[src/pkg/otl_pkg.sv]
// Package with register map, field layout, reset values and codes of the overtravel logic.
package otl_pkg;

  // ----------------------------------------------------------------
  // Register byte offsets.
  // ----------------------------------------------------------------
  localparam logic [7:0] OTL_SOURCE_CFG = 8'h00;
  localparam logic [7:0] OTL_STOP_CFG = 8'h04;
  localparam logic [7:0] OTL_WARN_CFG = 8'h08;
  localparam logic [7:0] OTL_MASK_CFG = 8'h0C;
  localparam logic [7:0] OTL_ESTOP_TRQ = 8'h10;
  localparam logic [7:0] OTL_SPINDLE_TRQ = 8'h14;
  localparam logic [7:0] OTL_CTRL = 8'h18;
  localparam logic [7:0] OTL_SERVO_IO = 8'h1C;
  localparam logic [7:0] OTL_CMD_STAT = 8'h20;
  localparam logic [7:0] OTL_WARN_CODE = 8'h24;
  localparam logic [7:0] OTL_STATE = 8'h28;

  // ----------------------------------------------------------------
  // Field positions and digit values.
  // ----------------------------------------------------------------
  localparam int OTL_FWD_OT_BIT = 2;
  localparam int OTL_REV_OT_BIT = 3;
  localparam int OTL_WARN_BIT = 1;
  localparam int OTL_CTRL_RESTART = 0;
  localparam int OTL_CTRL_SPINDLE = 1;
  localparam int OTL_CTRL_TORQUE = 2;
  localparam logic [3:0] OTL_SRC_FWD_INPUT = 4'h1;
  localparam logic [3:0] OTL_SRC_REV_INPUT = 4'h2;
  localparam logic [3:0] OTL_SRC_IGNORE = 4'h8;
  localparam logic [3:0] OTL_WARN_ENABLE = 4'h1;

  // ----------------------------------------------------------------
  // Reset values and limits.
  // ----------------------------------------------------------------
  localparam logic [15:0] OTL_SOURCE_RST = 16'h1002;
  localparam logic [15:0] OTL_WARN_RST = 16'h0000;
  localparam logic [3:0] OTL_MASK_RST = 4'h0;
  localparam logic [9:0] OTL_TRQ_MAX = 10'd800;
  localparam logic [15:0] OTL_LIMIT_WARN_CODE = 16'h09A0;

  // ----------------------------------------------------------------
  // Stop actions and the state kept after the stop.
  // ----------------------------------------------------------------
  typedef enum logic [1:0] {OTL_ACT_NONE, OTL_ACT_DBRAKE, OTL_ACT_COAST, OTL_ACT_DECEL} otl_act_e;
  typedef enum logic [1:0] {OTL_HOLD_DBRAKE, OTL_HOLD_COAST, OTL_HOLD_CLAMP} otl_hold_e;

endpackage : otl_pkg

[src/rtl/otl_axis_overtravel.sv]
// Per-axis overtravel limit logic with an APB register slave.
`timescale 1ns/1ps
`default_nettype none
module otl_axis_overtravel
  import otl_pkg::*;
#(
  parameter logic [15:0] STOP_RST = 16'h0000
) (
  // Clock and reset.
  input wire logic clk_sys,
  input wire logic rst,
  // APB slave.
  input wire logic psel,
  input wire logic penable,
  input wire logic pwrite,
  input wire logic [7:0] paddr,
  input wire logic [31:0] pwdata,
  output logic [31:0] prdata,
  output logic pready,
  output logic pslverr,
  // Limit switch pins.
  input wire logic fwd_limit_input,
  input wire logic rev_limit_input,
  // Drive state.
  input wire logic cmd_fwd,
  input wire logic cmd_rev,
  input wire logic motor_stopped,
  input wire logic [9:0] motor_max_torque,
  // Stop control towards the power stage.
  output logic allow_fwd,
  output logic allow_rev,
  output otl_act_e stop_action,
  output otl_hold_e hold_state,
  output logic zero_clamp,
  output logic [9:0] stop_torque,
  output logic [9:0] stop_torque_b,
  output logic [15:0] limit_warning_code,
  output logic alarm
);

  // ----------------------------------------------------------------
  // Helpers.
  // ----------------------------------------------------------------
  // Clip a torque to the motor maximum.
  function automatic logic [9:0] clip_trq(input logic [9:0] t, input logic [9:0] mx);
    clip_trq = (t > mx) ? mx : t;
  endfunction : clip_trq

  // ----------------------------------------------------------------
  // Limit input synchronisers.
  // ----------------------------------------------------------------
  logic [1:0] fwd_sync, rev_sync;
  logic [1:0] next_fwd_sync, next_rev_sync;

  // Two stages so a bouncing switch cannot reach the logic metastable.
  always_comb begin
    next_fwd_sync = {fwd_sync[0], fwd_limit_input};
    next_rev_sync = {rev_sync[0], rev_limit_input};
  end

  always_ff @(posedge clk_sys or posedge rst) begin
    if (rst) begin
      fwd_sync <= 2'b11;
      rev_sync <= 2'b11;
    end else begin
      fwd_sync <= next_fwd_sync;
      rev_sync <= next_rev_sync;
    end
  end

  // ----------------------------------------------------------------
  // Registers.
  // ----------------------------------------------------------------
  logic [15:0] src_cfg, stop_cfg, warn_cfg, src_act, stop_act, warn_act;
  logic [3:0] mask_cfg;
  logic [9:0] estop_trq, spa_trq, spb_trq;
  logic spindle, torque_ctrl, warn_flag;
  logic [15:0] next_src_cfg, next_stop_cfg, next_warn_cfg, next_src_act, next_stop_act;
  logic [15:0] next_warn_act;
  logic [3:0] next_mask_cfg;
  logic [9:0] next_estop_trq, next_spa_trq, next_spb_trq;
  logic next_spindle, next_torque_ctrl, next_warn_flag;
  logic [31:0] next_prdata;
  logic next_pready, next_pslverr;
  logic acc, wr, hit;
  logic fwd_ot, rev_ot;

  // Register file decode; the slave answers one cycle after the access phase starts.
  // A write lands only at the edge that completes the transfer, as the master sees it.
  always_comb begin
    acc = psel && penable && !pready;
    wr = psel && penable && pready && pwrite;
    next_src_cfg = src_cfg;
    next_stop_cfg = stop_cfg;
    next_warn_cfg = warn_cfg;
    next_mask_cfg = mask_cfg;
    next_estop_trq = estop_trq;
    next_spa_trq = spa_trq;
    next_spb_trq = spb_trq;
    next_spindle = spindle;
    next_torque_ctrl = torque_ctrl;
    next_src_act = src_act;
    next_stop_act = stop_act;
    next_warn_act = warn_act;
    next_prdata = 32'h0000_0000;
    hit = 1'b1;
    unique case (paddr)
      OTL_SOURCE_CFG: begin
        next_prdata = {16'h0000, src_cfg};
        if (wr) next_src_cfg = pwdata[15:0];
      end
      OTL_STOP_CFG: begin
        next_prdata = {16'h0000, stop_cfg};
        if (wr) next_stop_cfg = pwdata[15:0];
      end
      OTL_WARN_CFG: begin
        next_prdata = {16'h0000, warn_cfg};
        if (wr) next_warn_cfg = pwdata[15:0];
      end
      OTL_MASK_CFG: begin
        next_prdata = {28'h000_0000, mask_cfg};
        if (wr) next_mask_cfg = pwdata[3:0];
      end
      OTL_ESTOP_TRQ: begin
        next_prdata = {22'h00_0000, estop_trq};
        // Values above the range are refused and the old setting stays.
        if (wr && pwdata[31:0] <= {22'h00_0000, OTL_TRQ_MAX}) next_estop_trq = pwdata[9:0];
      end
      OTL_SPINDLE_TRQ: begin
        next_prdata = {6'h00, spb_trq, 6'h00, spa_trq};
        if (wr && pwdata[9:0] <= OTL_TRQ_MAX) next_spa_trq = pwdata[9:0];
        if (wr && pwdata[25:16] <= OTL_TRQ_MAX) next_spb_trq = pwdata[25:16];
      end
      OTL_CTRL: begin
        next_prdata = {29'h0000_0000, torque_ctrl, spindle, 1'b0};
        if (wr) begin
          next_spindle = pwdata[OTL_CTRL_SPINDLE];
          next_torque_ctrl = pwdata[OTL_CTRL_TORQUE];
          if (pwdata[OTL_CTRL_RESTART]) begin
            next_src_act = src_cfg;
            next_stop_act = stop_cfg;
            next_warn_act = warn_cfg;
          end
        end
      end
      OTL_SERVO_IO: next_prdata = {28'h000_0000, rev_ot, fwd_ot, 2'b00};
      OTL_CMD_STAT: next_prdata = {30'h0000_0000, warn_flag, 1'b0};
      OTL_WARN_CODE: next_prdata = {16'h0000, limit_warning_code};
      OTL_STATE: next_prdata = {26'h000_0000, hold_state, stop_action, zero_clamp, alarm};
      default: hit = 1'b0;
    endcase
    if (!acc) next_prdata = 32'h0000_0000;
    next_pready = acc;
    next_pslverr = acc && !hit;
  end

  always_ff @(posedge clk_sys or posedge rst) begin
    if (rst) begin
      src_cfg <= OTL_SOURCE_RST;
      stop_cfg <= STOP_RST;
      warn_cfg <= OTL_WARN_RST;
      src_act <= OTL_SOURCE_RST;
      stop_act <= STOP_RST;
      warn_act <= OTL_WARN_RST;
      mask_cfg <= OTL_MASK_RST;
      estop_trq <= OTL_TRQ_MAX;
      spa_trq <= OTL_TRQ_MAX;
      spb_trq <= OTL_TRQ_MAX;
      spindle <= 1'b0;
      torque_ctrl <= 1'b0;
      prdata <= 32'h0000_0000;
      pready <= 1'b0;
      pslverr <= 1'b0;
    end else begin
      src_cfg <= next_src_cfg;
      stop_cfg <= next_stop_cfg;
      warn_cfg <= next_warn_cfg;
      src_act <= next_src_act;
      stop_act <= next_stop_act;
      warn_act <= next_warn_act;
      mask_cfg <= next_mask_cfg;
      estop_trq <= next_estop_trq;
      spa_trq <= next_spa_trq;
      spb_trq <= next_spb_trq;
      spindle <= next_spindle;
      torque_ctrl <= next_torque_ctrl;
      prdata <= next_prdata;
      pready <= next_pready;
      pslverr <= next_pslverr;
    end
  end

  // ----------------------------------------------------------------
  // Overtravel detection, stop sequencing and outputs.
  // ----------------------------------------------------------------
  typedef enum logic [1:0] {OTL_RUN, OTL_STOPPING, OTL_HOLD} otl_state_e;
  otl_state_e state, next_state;
  otl_act_e act, next_stop_action;
  otl_hold_e hold, next_hold_state;
  logic fwd_en, rev_en, ot_any, ot_new, back_cmd, w1c;
  logic next_allow_fwd, next_allow_rev, next_zero_clamp, next_fwd_ot, next_rev_ot;
  logic [9:0] next_stop_torque, next_stop_torque_b;
  logic [15:0] next_warn_code;

  // A limit counts only when its source takes the input and the mask leaves it on.
  always_comb begin
    fwd_en = (src_act[15:12] != OTL_SRC_IGNORE) && !mask_cfg[0];
    rev_en = (src_act[3:0] != OTL_SRC_IGNORE) && !mask_cfg[1];
    next_fwd_ot = fwd_en && !fwd_sync[1];
    next_rev_ot = rev_en && !rev_sync[1];
    ot_any = next_fwd_ot || next_rev_ot;
    ot_new = (next_fwd_ot && !fwd_ot) || (next_rev_ot && !rev_ot);
    // Commanded motion away from the tripped limit releases the stop.
    back_cmd = (fwd_ot && cmd_rev && !cmd_fwd) || (rev_ot && cmd_fwd && !cmd_rev);
    // Pick the stop method; torque control and spindle override the field.
    if (spindle) begin
      act = OTL_ACT_COAST;
      hold = OTL_HOLD_COAST;
    end else if (stop_act[7:4] != 4'h0 && !torque_ctrl) begin
      act = OTL_ACT_DECEL;
      hold = (stop_act[7:4] == 4'h1) ? OTL_HOLD_CLAMP : OTL_HOLD_COAST;
    end else if (stop_act[3:0] == 4'h2) begin
      act = OTL_ACT_COAST;
      hold = OTL_HOLD_COAST;
    end else begin
      act = OTL_ACT_DBRAKE;
      // Torque control always ends in coasting, whatever brake state the field asks for.
      hold = (stop_act[3:0] == 4'h0 && stop_act[7:4] == 4'h0 && !torque_ctrl) ? OTL_HOLD_DBRAKE
                                                                : OTL_HOLD_COAST;
    end
    next_state = state;
    next_stop_action = stop_action;
    next_hold_state = hold_state;
    unique case (state)
      OTL_RUN: begin
        next_stop_action = OTL_ACT_NONE;
        if (ot_new) begin
          next_state = OTL_STOPPING;
          next_stop_action = act;
          next_hold_state = hold;
        end
      end
      OTL_STOPPING: begin
        if (!ot_any || back_cmd) begin
          next_state = OTL_RUN;
          next_stop_action = OTL_ACT_NONE;
        end else if (motor_stopped) begin
          next_state = OTL_HOLD;
          next_stop_action = OTL_ACT_NONE;
        end
      end
      OTL_HOLD: begin
        if (!ot_any || back_cmd) next_state = OTL_RUN;
      end
    endcase
    // Zero clamp closes the position loop on a zero reference while holding.
    next_zero_clamp = (next_state == OTL_HOLD) && (next_hold_state == OTL_HOLD_CLAMP);
    next_allow_fwd = !next_fwd_ot;
    next_allow_rev = !next_rev_ot;
    if (spindle) begin
      next_stop_torque = clip_trq(spa_trq, motor_max_torque);
      next_stop_torque_b = clip_trq(spb_trq, motor_max_torque);
    end else begin
      next_stop_torque = clip_trq(estop_trq, motor_max_torque);
      next_stop_torque_b = next_stop_torque;
    end
    next_warn_code = (warn_act[15:12] == OTL_WARN_ENABLE && ot_any) ? OTL_LIMIT_WARN_CODE
                                                                     : 16'h0000;
    // Hardware set wins over a software clear in the same cycle.
    w1c = wr && paddr == OTL_CMD_STAT && pwdata[OTL_WARN_BIT];
    next_warn_flag = (next_warn_code != 16'h0000) || (warn_flag && !w1c);
  end

  always_ff @(posedge clk_sys or posedge rst) begin
    if (rst) begin
      state <= OTL_RUN;
      stop_action <= OTL_ACT_NONE;
      hold_state <= OTL_HOLD_COAST;
      zero_clamp <= 1'b0;
      allow_fwd <= 1'b1;
      allow_rev <= 1'b1;
      fwd_ot <= 1'b0;
      rev_ot <= 1'b0;
      stop_torque <= 10'd0;
      stop_torque_b <= 10'd0;
      limit_warning_code <= 16'h0000;
      warn_flag <= 1'b0;
      alarm <= 1'b0;
    end else begin
      state <= next_state;
      stop_action <= next_stop_action;
      hold_state <= next_hold_state;
      zero_clamp <= next_zero_clamp;
      allow_fwd <= next_allow_fwd;
      allow_rev <= next_allow_rev;
      fwd_ot <= next_fwd_ot;
      rev_ot <= next_rev_ot;
      stop_torque <= next_stop_torque;
      stop_torque_b <= next_stop_torque_b;
      limit_warning_code <= next_warn_code;
      warn_flag <= next_warn_flag;
      alarm <= 1'b0;
    end
  end

  // ----------------------------------------------------------------
  // Assertions.
  // ----------------------------------------------------------------
  a_fwd_block: assert property (@(posedge clk_sys) disable iff (rst)
    (!fwd_sync[1] && fwd_en) |=> !allow_fwd) else $error("forward not blocked");
  a_rev_block: assert property (@(posedge clk_sys) disable iff (rst)
    (!rev_sync[1] && rev_en) |=> !allow_rev) else $error("reverse not blocked");
  a_opposite_allowed: assert property (@(posedge clk_sys) disable iff (rst)
    (fwd_ot && rev_sync[1]) |=> allow_rev) else $error("opposite motion blocked");
  a_mask_fwd: assert property (@(posedge clk_sys) disable iff (rst)
    mask_cfg[0] |=> allow_fwd) else $error("masked forward still blocks");
  a_spindle_coast: assert property (@(posedge clk_sys) disable iff (rst)
    (state == OTL_RUN && ot_new && spindle) |=> stop_action == OTL_ACT_COAST)
    else $error("spindle not coasting");
  a_torque_nodecel: assert property (@(posedge clk_sys) disable iff (rst)
    (state == OTL_RUN && ot_new && torque_ctrl) |=> stop_action != OTL_ACT_DECEL)
    else $error("decel under torque control");
  a_torque_clip: assert property (@(posedge clk_sys) disable iff (rst)
    ##1 stop_torque <= $past(motor_max_torque)) else $error("stop torque above max");
  a_status_bits: assert property (@(posedge clk_sys) disable iff (rst)
    (acc && !pwrite && paddr == OTL_SERVO_IO) |=>
    (prdata[3] == $past(rev_ot) && prdata[2] == $past(fwd_ot)))
    else $error("status bits wrong");
  a_warn_set: assert property (@(posedge clk_sys) disable iff (rst)
    (ot_any && warn_act[15:12] == OTL_WARN_ENABLE) |=> warn_flag && limit_warning_code != 0)
    else $error("warning not raised");
  a_clamp_hold: assert property (@(posedge clk_sys) disable iff (rst)
    (state == OTL_STOPPING && motor_stopped && ot_any && !back_cmd
     && hold_state == OTL_HOLD_CLAMP) |=> zero_clamp) else $error("no zero clamp");
  a_no_alarm: assert property (@(posedge clk_sys) disable iff (rst)
    fwd_ot |-> !alarm) else $error("alarm on overtravel");

endmodule : otl_axis_overtravel
`default_nettype wire

[config.mk]
export PLATFORM = sky130hd
export DESIGN_NAME = otl_axis_overtravel
export DESIGN_NICKNAME = d
export VERILOG_FILES = /design/src/pkg/otl_pkg.sv /design/src/rtl/otl_axis_overtravel.sv
export SDC_FILE = /design/constraint.sdc
export NUM_CORES = 1
export LEC_CHECK = 0
export BUFFER_PORTS_ARGS = -buffer_cell sky130_fd_sc_hd__buf_2
export CORE_ASPECT_RATIO = 1.75
export CORE_MARGIN = 1.5
export CORE_UTILIZATION = 40
export CTS_CLUSTER_DIAMETER = 200
export DETAILED_ROUTE_END_ITERATION = 7
export HOLD_SLACK_MARGIN = 0.05
export SLEW_MARGIN = 20
export SYNTH_ARGS = -nofsm -noshare
export SYNTH_HDL_FRONTEND = slang
export SYNTH_SLANG_ARGS = --single-unit
[constraint.sdc]
create_clock -name clk_sys -period 7.5 [get_ports clk_sys]
set_input_delay 0.375 -clock clk_sys [delete_from_list [all_inputs] [get_ports clk_sys]]
set_output_delay 0.375 -clock clk_sys [all_outputs]
set_load 0.03 [all_outputs]
# ---- After elaboration in Yosys (flattened, before gate mapping)
# Cells that the tools add are included.
dict set report classes {
  n_eq_ne 20
  n_addsub 0
  n_reduce_logical 64
  n_div 0
  order_cmp 6
  bitwise 0
  n_mul 0
  shift 0
  mux 28
}
# op count
set ops {}
lappend ops {{one-hot mux 26 bit (11 select lines)} 1}
lappend ops {{two-way mux 10 bit} 5}
lappend ops {{equality test 8 x 5 -> 1 bit, second input constant} 4}
lappend ops {{less-or-equal comparator 32 x 10 -> 1 bit, second input constant} 1}
lappend ops {{two-way mux 32 bit} 1}
lappend ops {{greater-than comparator 10 bit} 3}
lappend ops {{two-way mux 2 bit} 15}
lappend ops {{logical AND 1 bit} 26}
lappend ops {{equality test 8 x 6 -> 1 bit, second input constant} 3}
lappend ops {{less-or-equal comparator 10 bit, second input constant} 2}
lappend ops {{AND reduction 2 bit} 9}
lappend ops {{equality test 8 x 4 -> 1 bit, second input constant} 2}
lappend ops {{nonzero test 16 bit} 1}
lappend ops {{zero test 1 bit} 15}
lappend ops {{two-way mux 12 bit} 1}
lappend ops {{OR reduction 11 bit} 1}
lappend ops {{equality test 4 x 1 -> 1 bit, second input constant} 2}
lappend ops {{equality test 8 x 3 -> 1 bit, second input constant} 1}
lappend ops {{zero test 4 bit} 2}
lappend ops {{zero test 8 bit} 1}
lappend ops {{inequality test 4 bit, second input constant} 2}
lappend ops {{equality test 2 bit, second input constant} 3}
lappend ops {{one-hot mux 2 bit (3 select lines)} 1}
lappend ops {{logical OR 1 bit} 5}
lappend ops {{9 further kinds} 11}
dict set report word_totals {
  ramBits 0
  register_bits 206
  wordCells 147
  mem_count 0
  mem_bits_ro 0
  output_inout_bits 78
  latchBits 0
}

# ---- Logic depth before layout (Yosys ltp)
# Gate-level depths: netlist (run 1).
dict set report logic_depth {
  ltp_word 11
  depth_mapped 9
  mapped_depth_nobuf 8
}

# ---- Worst setup path after synthesis (run 1)
# No wires, ideal clock.
dict set report synth_path {
  path_type {flip-flop to flip-flop}
  start {reg spb_trq[8]}
  end {reg stop_torque_b[3]}
  path_slack_ps 5333
  setup_ps 123
  path_buffers 1
  path_stages_with_launch 9
  period_less_slack_ps 2167
  arrival_ps 2044
  path_cell_list {dfstp_2 > ha_1 > nand4_1 > nor2_1 > and3_1 > a31oi_1 > buf_1 > mux2i_1 > o221a_2}
}
dict set report synth_via {
  elab_chain_len 3
}
# item line
set synth_rtl {}
lappend synth_rtl {{from (decl)} otl_axis_overtravel.sv:76} ;# logic [9:0] estop_trq, spa_trq, spb_trq;
lappend synth_rtl {{from (signal assigned)} otl_axis_overtravel.sv:184} ;# spb_trq <= next_spb_trq;
lappend synth_rtl {{greater-than comparator 10 bit} otl_axis_overtravel.sv:46} ;# clip_trq = (t > mx) ? mx : t;
lappend synth_rtl {{two-way mux 10 bit} otl_axis_overtravel.sv:46}
lappend synth_rtl {{two-way mux 10 bit} otl_axis_overtravel.sv:260} ;# if (spindle) begin
lappend synth_rtl {{named net next_stop_torque_b[3]} otl_axis_overtravel.sv:202} ;# logic [9:0] next_stop_torque, next_stop_torque_b;
lappend synth_rtl {{to (signal assigned)} otl_axis_overtravel.sv:299} ;# stop_torque_b <= next_stop_torque_b;
lappend synth_rtl {{to (decl)} otl_axis_overtravel.sv:36} ;# output logic [9:0] stop_torque_b,
# The timed path passes the listed nets, and every way through them passes these cells.
# A chain may end at the register's enable or synchronous reset.

# ---- Final worst setup path (run 1)
dict set report layout_path {
  start {reg pready}
  end {reg estop_trq[2]}
}
dict set report layout_via {
  elab_chain_len 4
}
# item line
set layout_rtl {}
lappend layout_rtl {{from (decl)} otl_axis_overtravel.sv:19} ;# output logic pready,
lappend layout_rtl {{from (signal assigned)} otl_axis_overtravel.sv:188} ;# pready <= next_pready;
lappend layout_rtl {{logical AND 1 bit (2 in series)} otl_axis_overtravel.sv:92} ;# wr = psel && penable && pready && pwrite;
lappend layout_rtl {{logical AND 1 bit} otl_axis_overtravel.sv:127} ;# if (wr && pwdata[31:0] <= {22'h00_0000, OTL_TRQ_MAX}) next_estop_trq = pwdata[9:0];
lappend layout_rtl {{AND reduction 2 bit (no line)} --}
lappend layout_rtl {{to (signal assigned)} otl_axis_overtravel.sv:182} ;# estop_trq <= next_estop_trq;
lappend layout_rtl {{to (decl)} otl_axis_overtravel.sv:76}
# No other way between the ends.

==> results of run 1 <==
[cells in the final DEF (no fill, tap or decap), types with 7 or more instances in the layout]
master,count
dfrtp_1,149
buf_2,118
mux2_2,90
nand2_1,38
nor2_1,37
a21oi_1,34
ha_1,33
a22oi_1,24
mux2i_1,21
dfstp_2,20
inv_1,19
conb_1,19
mux2_4,18
clkbuf_16,17
o21ai_0,16
nor3_1,14
and2_1,10
nand4_1,9
a31oi_1,9
buf_4,7
[cells by family after synthesis]
logic type	share of synthesized area
muxes	0.184
other	0.000459
AOI/OAI and AO/OA	0.0971
buffers and inverters	0.0438
adders and majority gates	0.0505
DFF	0.521
and+or+nand+nor	0.103
[final cells by class]
class | instances | area [sq um] | share of cell area
sequential | 169 | 4250 | 0.446
tap | 248 | 310 | 0.0326
timing repair buffer | 128 | 674 | 0.0708
inverter | 20 | 80.1 | 0.00840
clock inverter | 11 | 114 | 0.0119
clock buffer | 21 | 470 | 0.0494
multi-input combinational | 456 | 3630 | 0.381
[worst max path at each step]
stage | start | endpoint | slack (ns)
3_5_place_dp | paddr[7] | spa_trq[7] | 4.63
5_1_grt | pready | estop_trq[2] | 4.70
3_3_place_gp | paddr[7] | warn_act[12] | 4.37
6_report | pready | estop_trq[2] | 4.84
2_1_floorplan | rst | estop_trq[0] | 2.58
4_1_cts | pready | estop_trq[2] | 4.78
[worst max-delay path: stages, from the launching register on]
cell     delay (ns)
dfrtp_1        0.39
nand2_1        0.09
nor2_1         0.56
nand4_1        0.31
nor4b_4        0.84
mux2_4         0.35
[through the flow]
stage          total power, mW  utilization  worst slack [ns]  std cells  area [sq um]
4_1_cts                   1.96        0.472              4.78       1053          9530
2_1_floorplan             1.05            -              2.58        690          8240
6_report                  1.94        0.472              4.84       1053          9530
5_1_grt                   2.02        0.472              4.70       1053          9530
3_3_place_gp              1.09        0.441              4.37       1018          8910
3_5_place_dp              1.09        0.442              4.63       1019          8930
[registers in the layout (all words and copies together), names as in the netlist, 2 cells and up]
signal         cells
estop_trq         10
fwd_sync           2
hold_state         2
mask_cfg           4
prdata            26
rev_sync           2
spa_trq           10
spb_trq           10
src_act            8
src_cfg           16
state              2
stop_act           8
stop_action        2
stop_cfg          16
stop_torque       10
stop_torque_b     10
warn_act           4
warn_cfg          16
[cell usage after synthesis, types with 7 or more instances]
master	instances	area [sq um]
clkbuf_1	11	41.3
inv_1	20	75.1
nor3_1	14	70.1
mux2_4	18	270
a31oi_1	9	56.3
and2_1	10	62.6
o21ai_0	16	80.1
buf_2	7	35.0
mux2_2	90	1010
nand4_1	9	56.3
a22oi_1	24	180
mux2i_1	21	210
nor2_1	37	139
nand2_1	38	143
ha_1	33	413
a21oi_1	34	170
dfstp_2	20	526
dfrtp_1	149	3730
buf_4	22	165
[where the power goes]
group	switching [mW]	internal, mW
registers	0.00728	0.924
clock network	0.376	0.489
logic	0.101	0.0442
total	0.484	1.46
[layer usage]
| metal | part of all wire | vias to the layer above |
|---|---|---|
| li1 | - | 2651 |
| met1 | 0.37 | 2834 |
| met2 | 0.54 | 147 |
| met3 | 0.032 | 51 |
| met4 | 0.049 | 0 |
| met5 | 0 | - |
==> flow_summary_export.csv, run 1 <==
group,metric,value,unit
synth,synthFlopType,"dfrtp_1",
critical_path,critical_path.max_fanout,11,
critical_path,r2r-start,"pready",
floorplanning,initial_utilization,0.404,
layout,finalNetCount,885,
clocking,cts_tree,"built",
global_route,grt_use_met1,0.208,
placed_design,hpwlAfterDp,15.4,mm
critical_path,critPathLaunchType,"register",
global_route,use_met2,0.370,
global_route,grt_overflow,0,
hold_path,min_path_type,"primary input to asynchronous set/reset pin",
critical_path,path_class,"register to register",
detailed_routing,routed_wl,20.6,mm
critical_path,r2r-end,"estop_trq[2]",
power_and_ir_drop,p_per_area,204,nW/um^2
clocking,cts_htree_levels,4,
synth,synthArstFlopShare,1.00,
timing,worst_pin_slew,0.915,ns
global_route,grt_pass1_wl,32.2,mm
synth,seq_area_frac_synth,0.521,
timing,max_slew_margin,0.387,
detailed_routing,firstDrtPassIters,6,
power_and_ir_drop,ir_worst_vdd,0.139,mV
synth,synth_area,8170,sq um
placed_design,numPortBuffers,118,
power_and_ir_drop,leakagePower,4.69,nW
synth,synth_edf_count,0,
detailed_routing,drt_iter0_drc,289,
clocking,clk_pin_slew,0.06,ns
status,status,"finished, final reports clean",
synth,postSynthAreaPerCell,12.2,sq um
timing,drv_slew,0,
floorplanning,rows,69,
clocking,cts.sinks,169,
critical_path,cp.required,7.81,ns
detailed_routing,vias,5683,
timing,period_minus_slack,2.66,ns
floorplanning,die_h,192,microns
clocking,cts_buffers,17,
timing,tns,0,ns
timing,setup_violations,0,
clocking,ctsResizeCount,0,
clocking,clk_latency,0.43,ns
detailed_routing,viasPerCell,5.40,
floorplanning,die_area,21300,sq um
run,max_cap_viol_count,0,
layout,num_antenna_cells,0,
synth,ys_seq_elements,169,
global_route,use_met3,0.0300,
global_route,grt_pass1_vias,5918,
timing,hold_viol,0,
timing,fmax,376,MHz
synth,ys_types,60,
detailed_routing,drc,0,
placed_design,place_congestion,0.889,
critical_path,r2r_slack,4.84,ns
timing,rsz0062_at_grt,"false",
clocking,ctsHoldBuffers,2,
layout,fillers,1887,
layout,drive_gt1_frac,0.376,
synth,syn_inst,672,
timing,hold_slack,0.131,ns
detailed_routing,final_antenna_net_count,0,
layout,syn2layout_area_growth,16.6,%
floorplanning,io_pins,138,
global_route,grt_busiest_layer,"met2",
timing,fin_crit_sh,0.355,
global_route,grt_max_degree,102,
global_route,antenna_found_initial,0,
critical_path,arrival,2.97,ns
clocking,cts_setup_buffers,0,
clocking,cts.path.max_buffers,2,
detailed_routing,routedWlPerCell,19.6,microns
floorplanning,core-area,20200,sq um
critical_path,cp-end-kind,"register",
floorplanning,die_w,111,microns
synth,yosys_warnings,0,
clocking,root_buffer,"clkbuf_16",
global_route,grtUsageTotal,0.198,
timing,fin_skew,0.0105,ns
critical_path,reg2reg_depth,5,
(Power assumes the default switching activity.)
==> run 2, diff against run 1 <==
clock period = 2.4 ns   (was 7.5 ns; I/O delays follow)
==> flow_summary_export.csv, run 2 (same netlist as run 1, synthesis figures left out) <==
group,metric,value,unit
critical_path,r2r-end,"stop_torque[4]",
layout,regMostFlops,"prdata",
layout,syn2layout_area_growth,24.3,%
placed_design,place_congestion,0.881,
layout,drive_gt1_frac,0.387,
global_route,grt_pass1_wl,34.5,mm
detailed_routing,firstDrtPassIters,5,
critical_path,arrival,2.57,ns
clocking,clk_latency,0.43,ns
global_route,grt_pass1_vias,6214,
floorplanning,io_pins,138,
power_and_ir_drop,finalPower,6.50,mW
timing,period_minus_slack,2.26,ns
hold_path,hp-start,"motor_max_torque[2]",
clocking,root_buffer,"clkbuf_16",
power_and_ir_drop,ir_worst_vdd,0.570,mV
timing,worst_pin_slew,0.612,ns
layout,final_common_cell,"dfrtp_1",
status,status,"finished, final reports clean",
global_route,grt_max_degree,74,
hold_path,min_path_type,"primary input to register",
timing,drv_slew,0,
layout,fillers,1839,
detailed_routing,drc,0,
clocking,cts.sinks,169,
power_and_ir_drop,p_per_area,640,nW/um^2
critical_path,critical_path.max_fanout,8,
clocking,cts_htree_levels,4,
layout,layout_common_cells,"149 x dfrtp_1, 118 x buf_2, 90 x mux2_2",
timing,max_slew_margin,0.587,
run,max_cap_viol_count,0,
global_route,grt_overflow,0,
floorplanning,die_w,111,microns
clocking,cts_buffers,17,
layout,num_antenna_cells,0,
hold_path,hold_depth,3,
layout,finalNetCount,942,
detailed_routing,viasPerCell,5.39,
detailed_routing,vias,5982,
clocking,cts.path.max_buffers,2,
timing,fmax,442,MHz
layout,largest_register_ffs,26,
power_and_ir_drop,leakagePower,5.00,nW
critical_path,cp-end-kind,"register",
global_route,grtUsageTotal,0.211,
detailed_routing,routedWlPerCell,19.7,microns
critical_path,reg2reg_depth,7,
timing,setup_violations,0,
global_route,antenna_found_initial,0,
clocking,cts_tree,"built",
timing,fin_skew,0.0101,ns
detailed_routing,drt_iter0_drc,378,
timing,hold_viol,0,
critical_path,r2r_slack,0.15,ns
timing,fin_crit_sh,0.942,
critical_path,critPathLaunchType,"primary input",
placed_design,hpwlAfterDp,16.4,mm
floorplanning,die_area,21300,sq um
floorplanning,core-area,20200,sq um
floorplanning,initial_utilization,0.404,
critical_path,path_class,"primary input to register",
floorplanning,die_h,192,microns
timing,rsz0062_at_grt,"false",
critical_path,r2r-start,"estop_trq[5]",
hold_path,min_to,"stop_torque_b[2]",
critical_path,cp.required,2.71,ns
timing,tns,0,ns
floorplanning,rows,69,
detailed_routing,routed_wl,21.9,mm
clocking,clk_pin_slew,0.07,ns
placed_design,numPortBuffers,118,
detailed_routing,final_antenna_net_count,0,
## run 2: cell count changes in the layout (fill, tap and decap cells not counted), sizes merged
cell and change:
clkinv -4, buf +29, inv +3, dlygate4sd3 +28, clkinvlp +1, bufinv +4
clkbuf -4
## run 2: timing repair
| item | 4_1_cts | 5_1_grt |
|---|---|---|
| endpoints found under the setup margin | 0 | 8 |
| hold buffers | 30 | 0 |
| resized for setup | 0 | 1 |
| setup buffers | 0 | 1 |
| endpoints found under the hold margin | 72 | 0 |
## run 2: metal layers
layer,vias up,wire [microns],track usage,part of all wire
met5,-,0,0,0
met4,0,672,0.0915,0.031
met3,43,605,0.0297,0.028
met2,149,12400,0.415,0.57
met1,3018,8250,0.223,0.38
li1,2772,-,-,-
## run 2: worst max-delay path: stages
cell and delay, ns:
dlygate4sd3_1 0.53, buf_2 0.14, inv_1 0.13, ha_1 0.27
a21o_1 0.19, nand3_1 0.09, a21oi_1 0.07, o41a_1 0.38
buf_4 0.18, or3_1 0.33, o221a_2 0.14
## run 2: final cells by class
type                       instances  area [sq um]  area share
clock buffer                      17           425      0.0419
inverter                          20          78.8     0.00776
sequential                       169          4250       0.419
multi-input combinational        456          3630       0.358
tap                              248           310      0.0306
timing repair buffer             185          1220       0.120
clock inverter                    15           234      0.0230
## run 2: worst max-delay path by stage
stage	startpoint	end	slack [ns]	cells after the start
3_3_place_gp	estop_trq[8]	stop_torque[9]	0.14	7
3_5_place_dp	estop_trq[7]	stop_torque[9]	0.1	7
6_report	motor_max_torque[3]	stop_torque[4]	0.14	11
4_1_cts	estop_trq[7]	stop_torque[9]	0.08	7
2_1_floorplan	rst	estop_trq[0]	0.14	1
5_1_grt	motor_max_torque[3]	stop_torque[4]	0.04	11
## run 2: metrics by stage
step / setup WS [ns] / util / hold WS (ns) / instance area, sq um / std cells
floorplan: 0.142 / - / 0.124 / 8240 / 690
global placement: 0.137 / 0.454 / 0.160 / 9180 / 1047
detailed placement: 0.0990 / 0.454 / 0.157 / 9180 / 1047
CTS: 0.0840 / 0.502 / 0.0557 / 10100 / 1109
global route: 0.0422 / 0.503 / 0.0705 / 10200 / 1110
finish: 0.140 / 0.503 / 0.0671 / 10200 / 1110
## run 2: power by group
part           switching (mW)  total, mW  internal [mW]
clock network            1.21       3.08           1.87
registers              0.0226       2.91           2.89
logic                   0.332      0.515          0.183
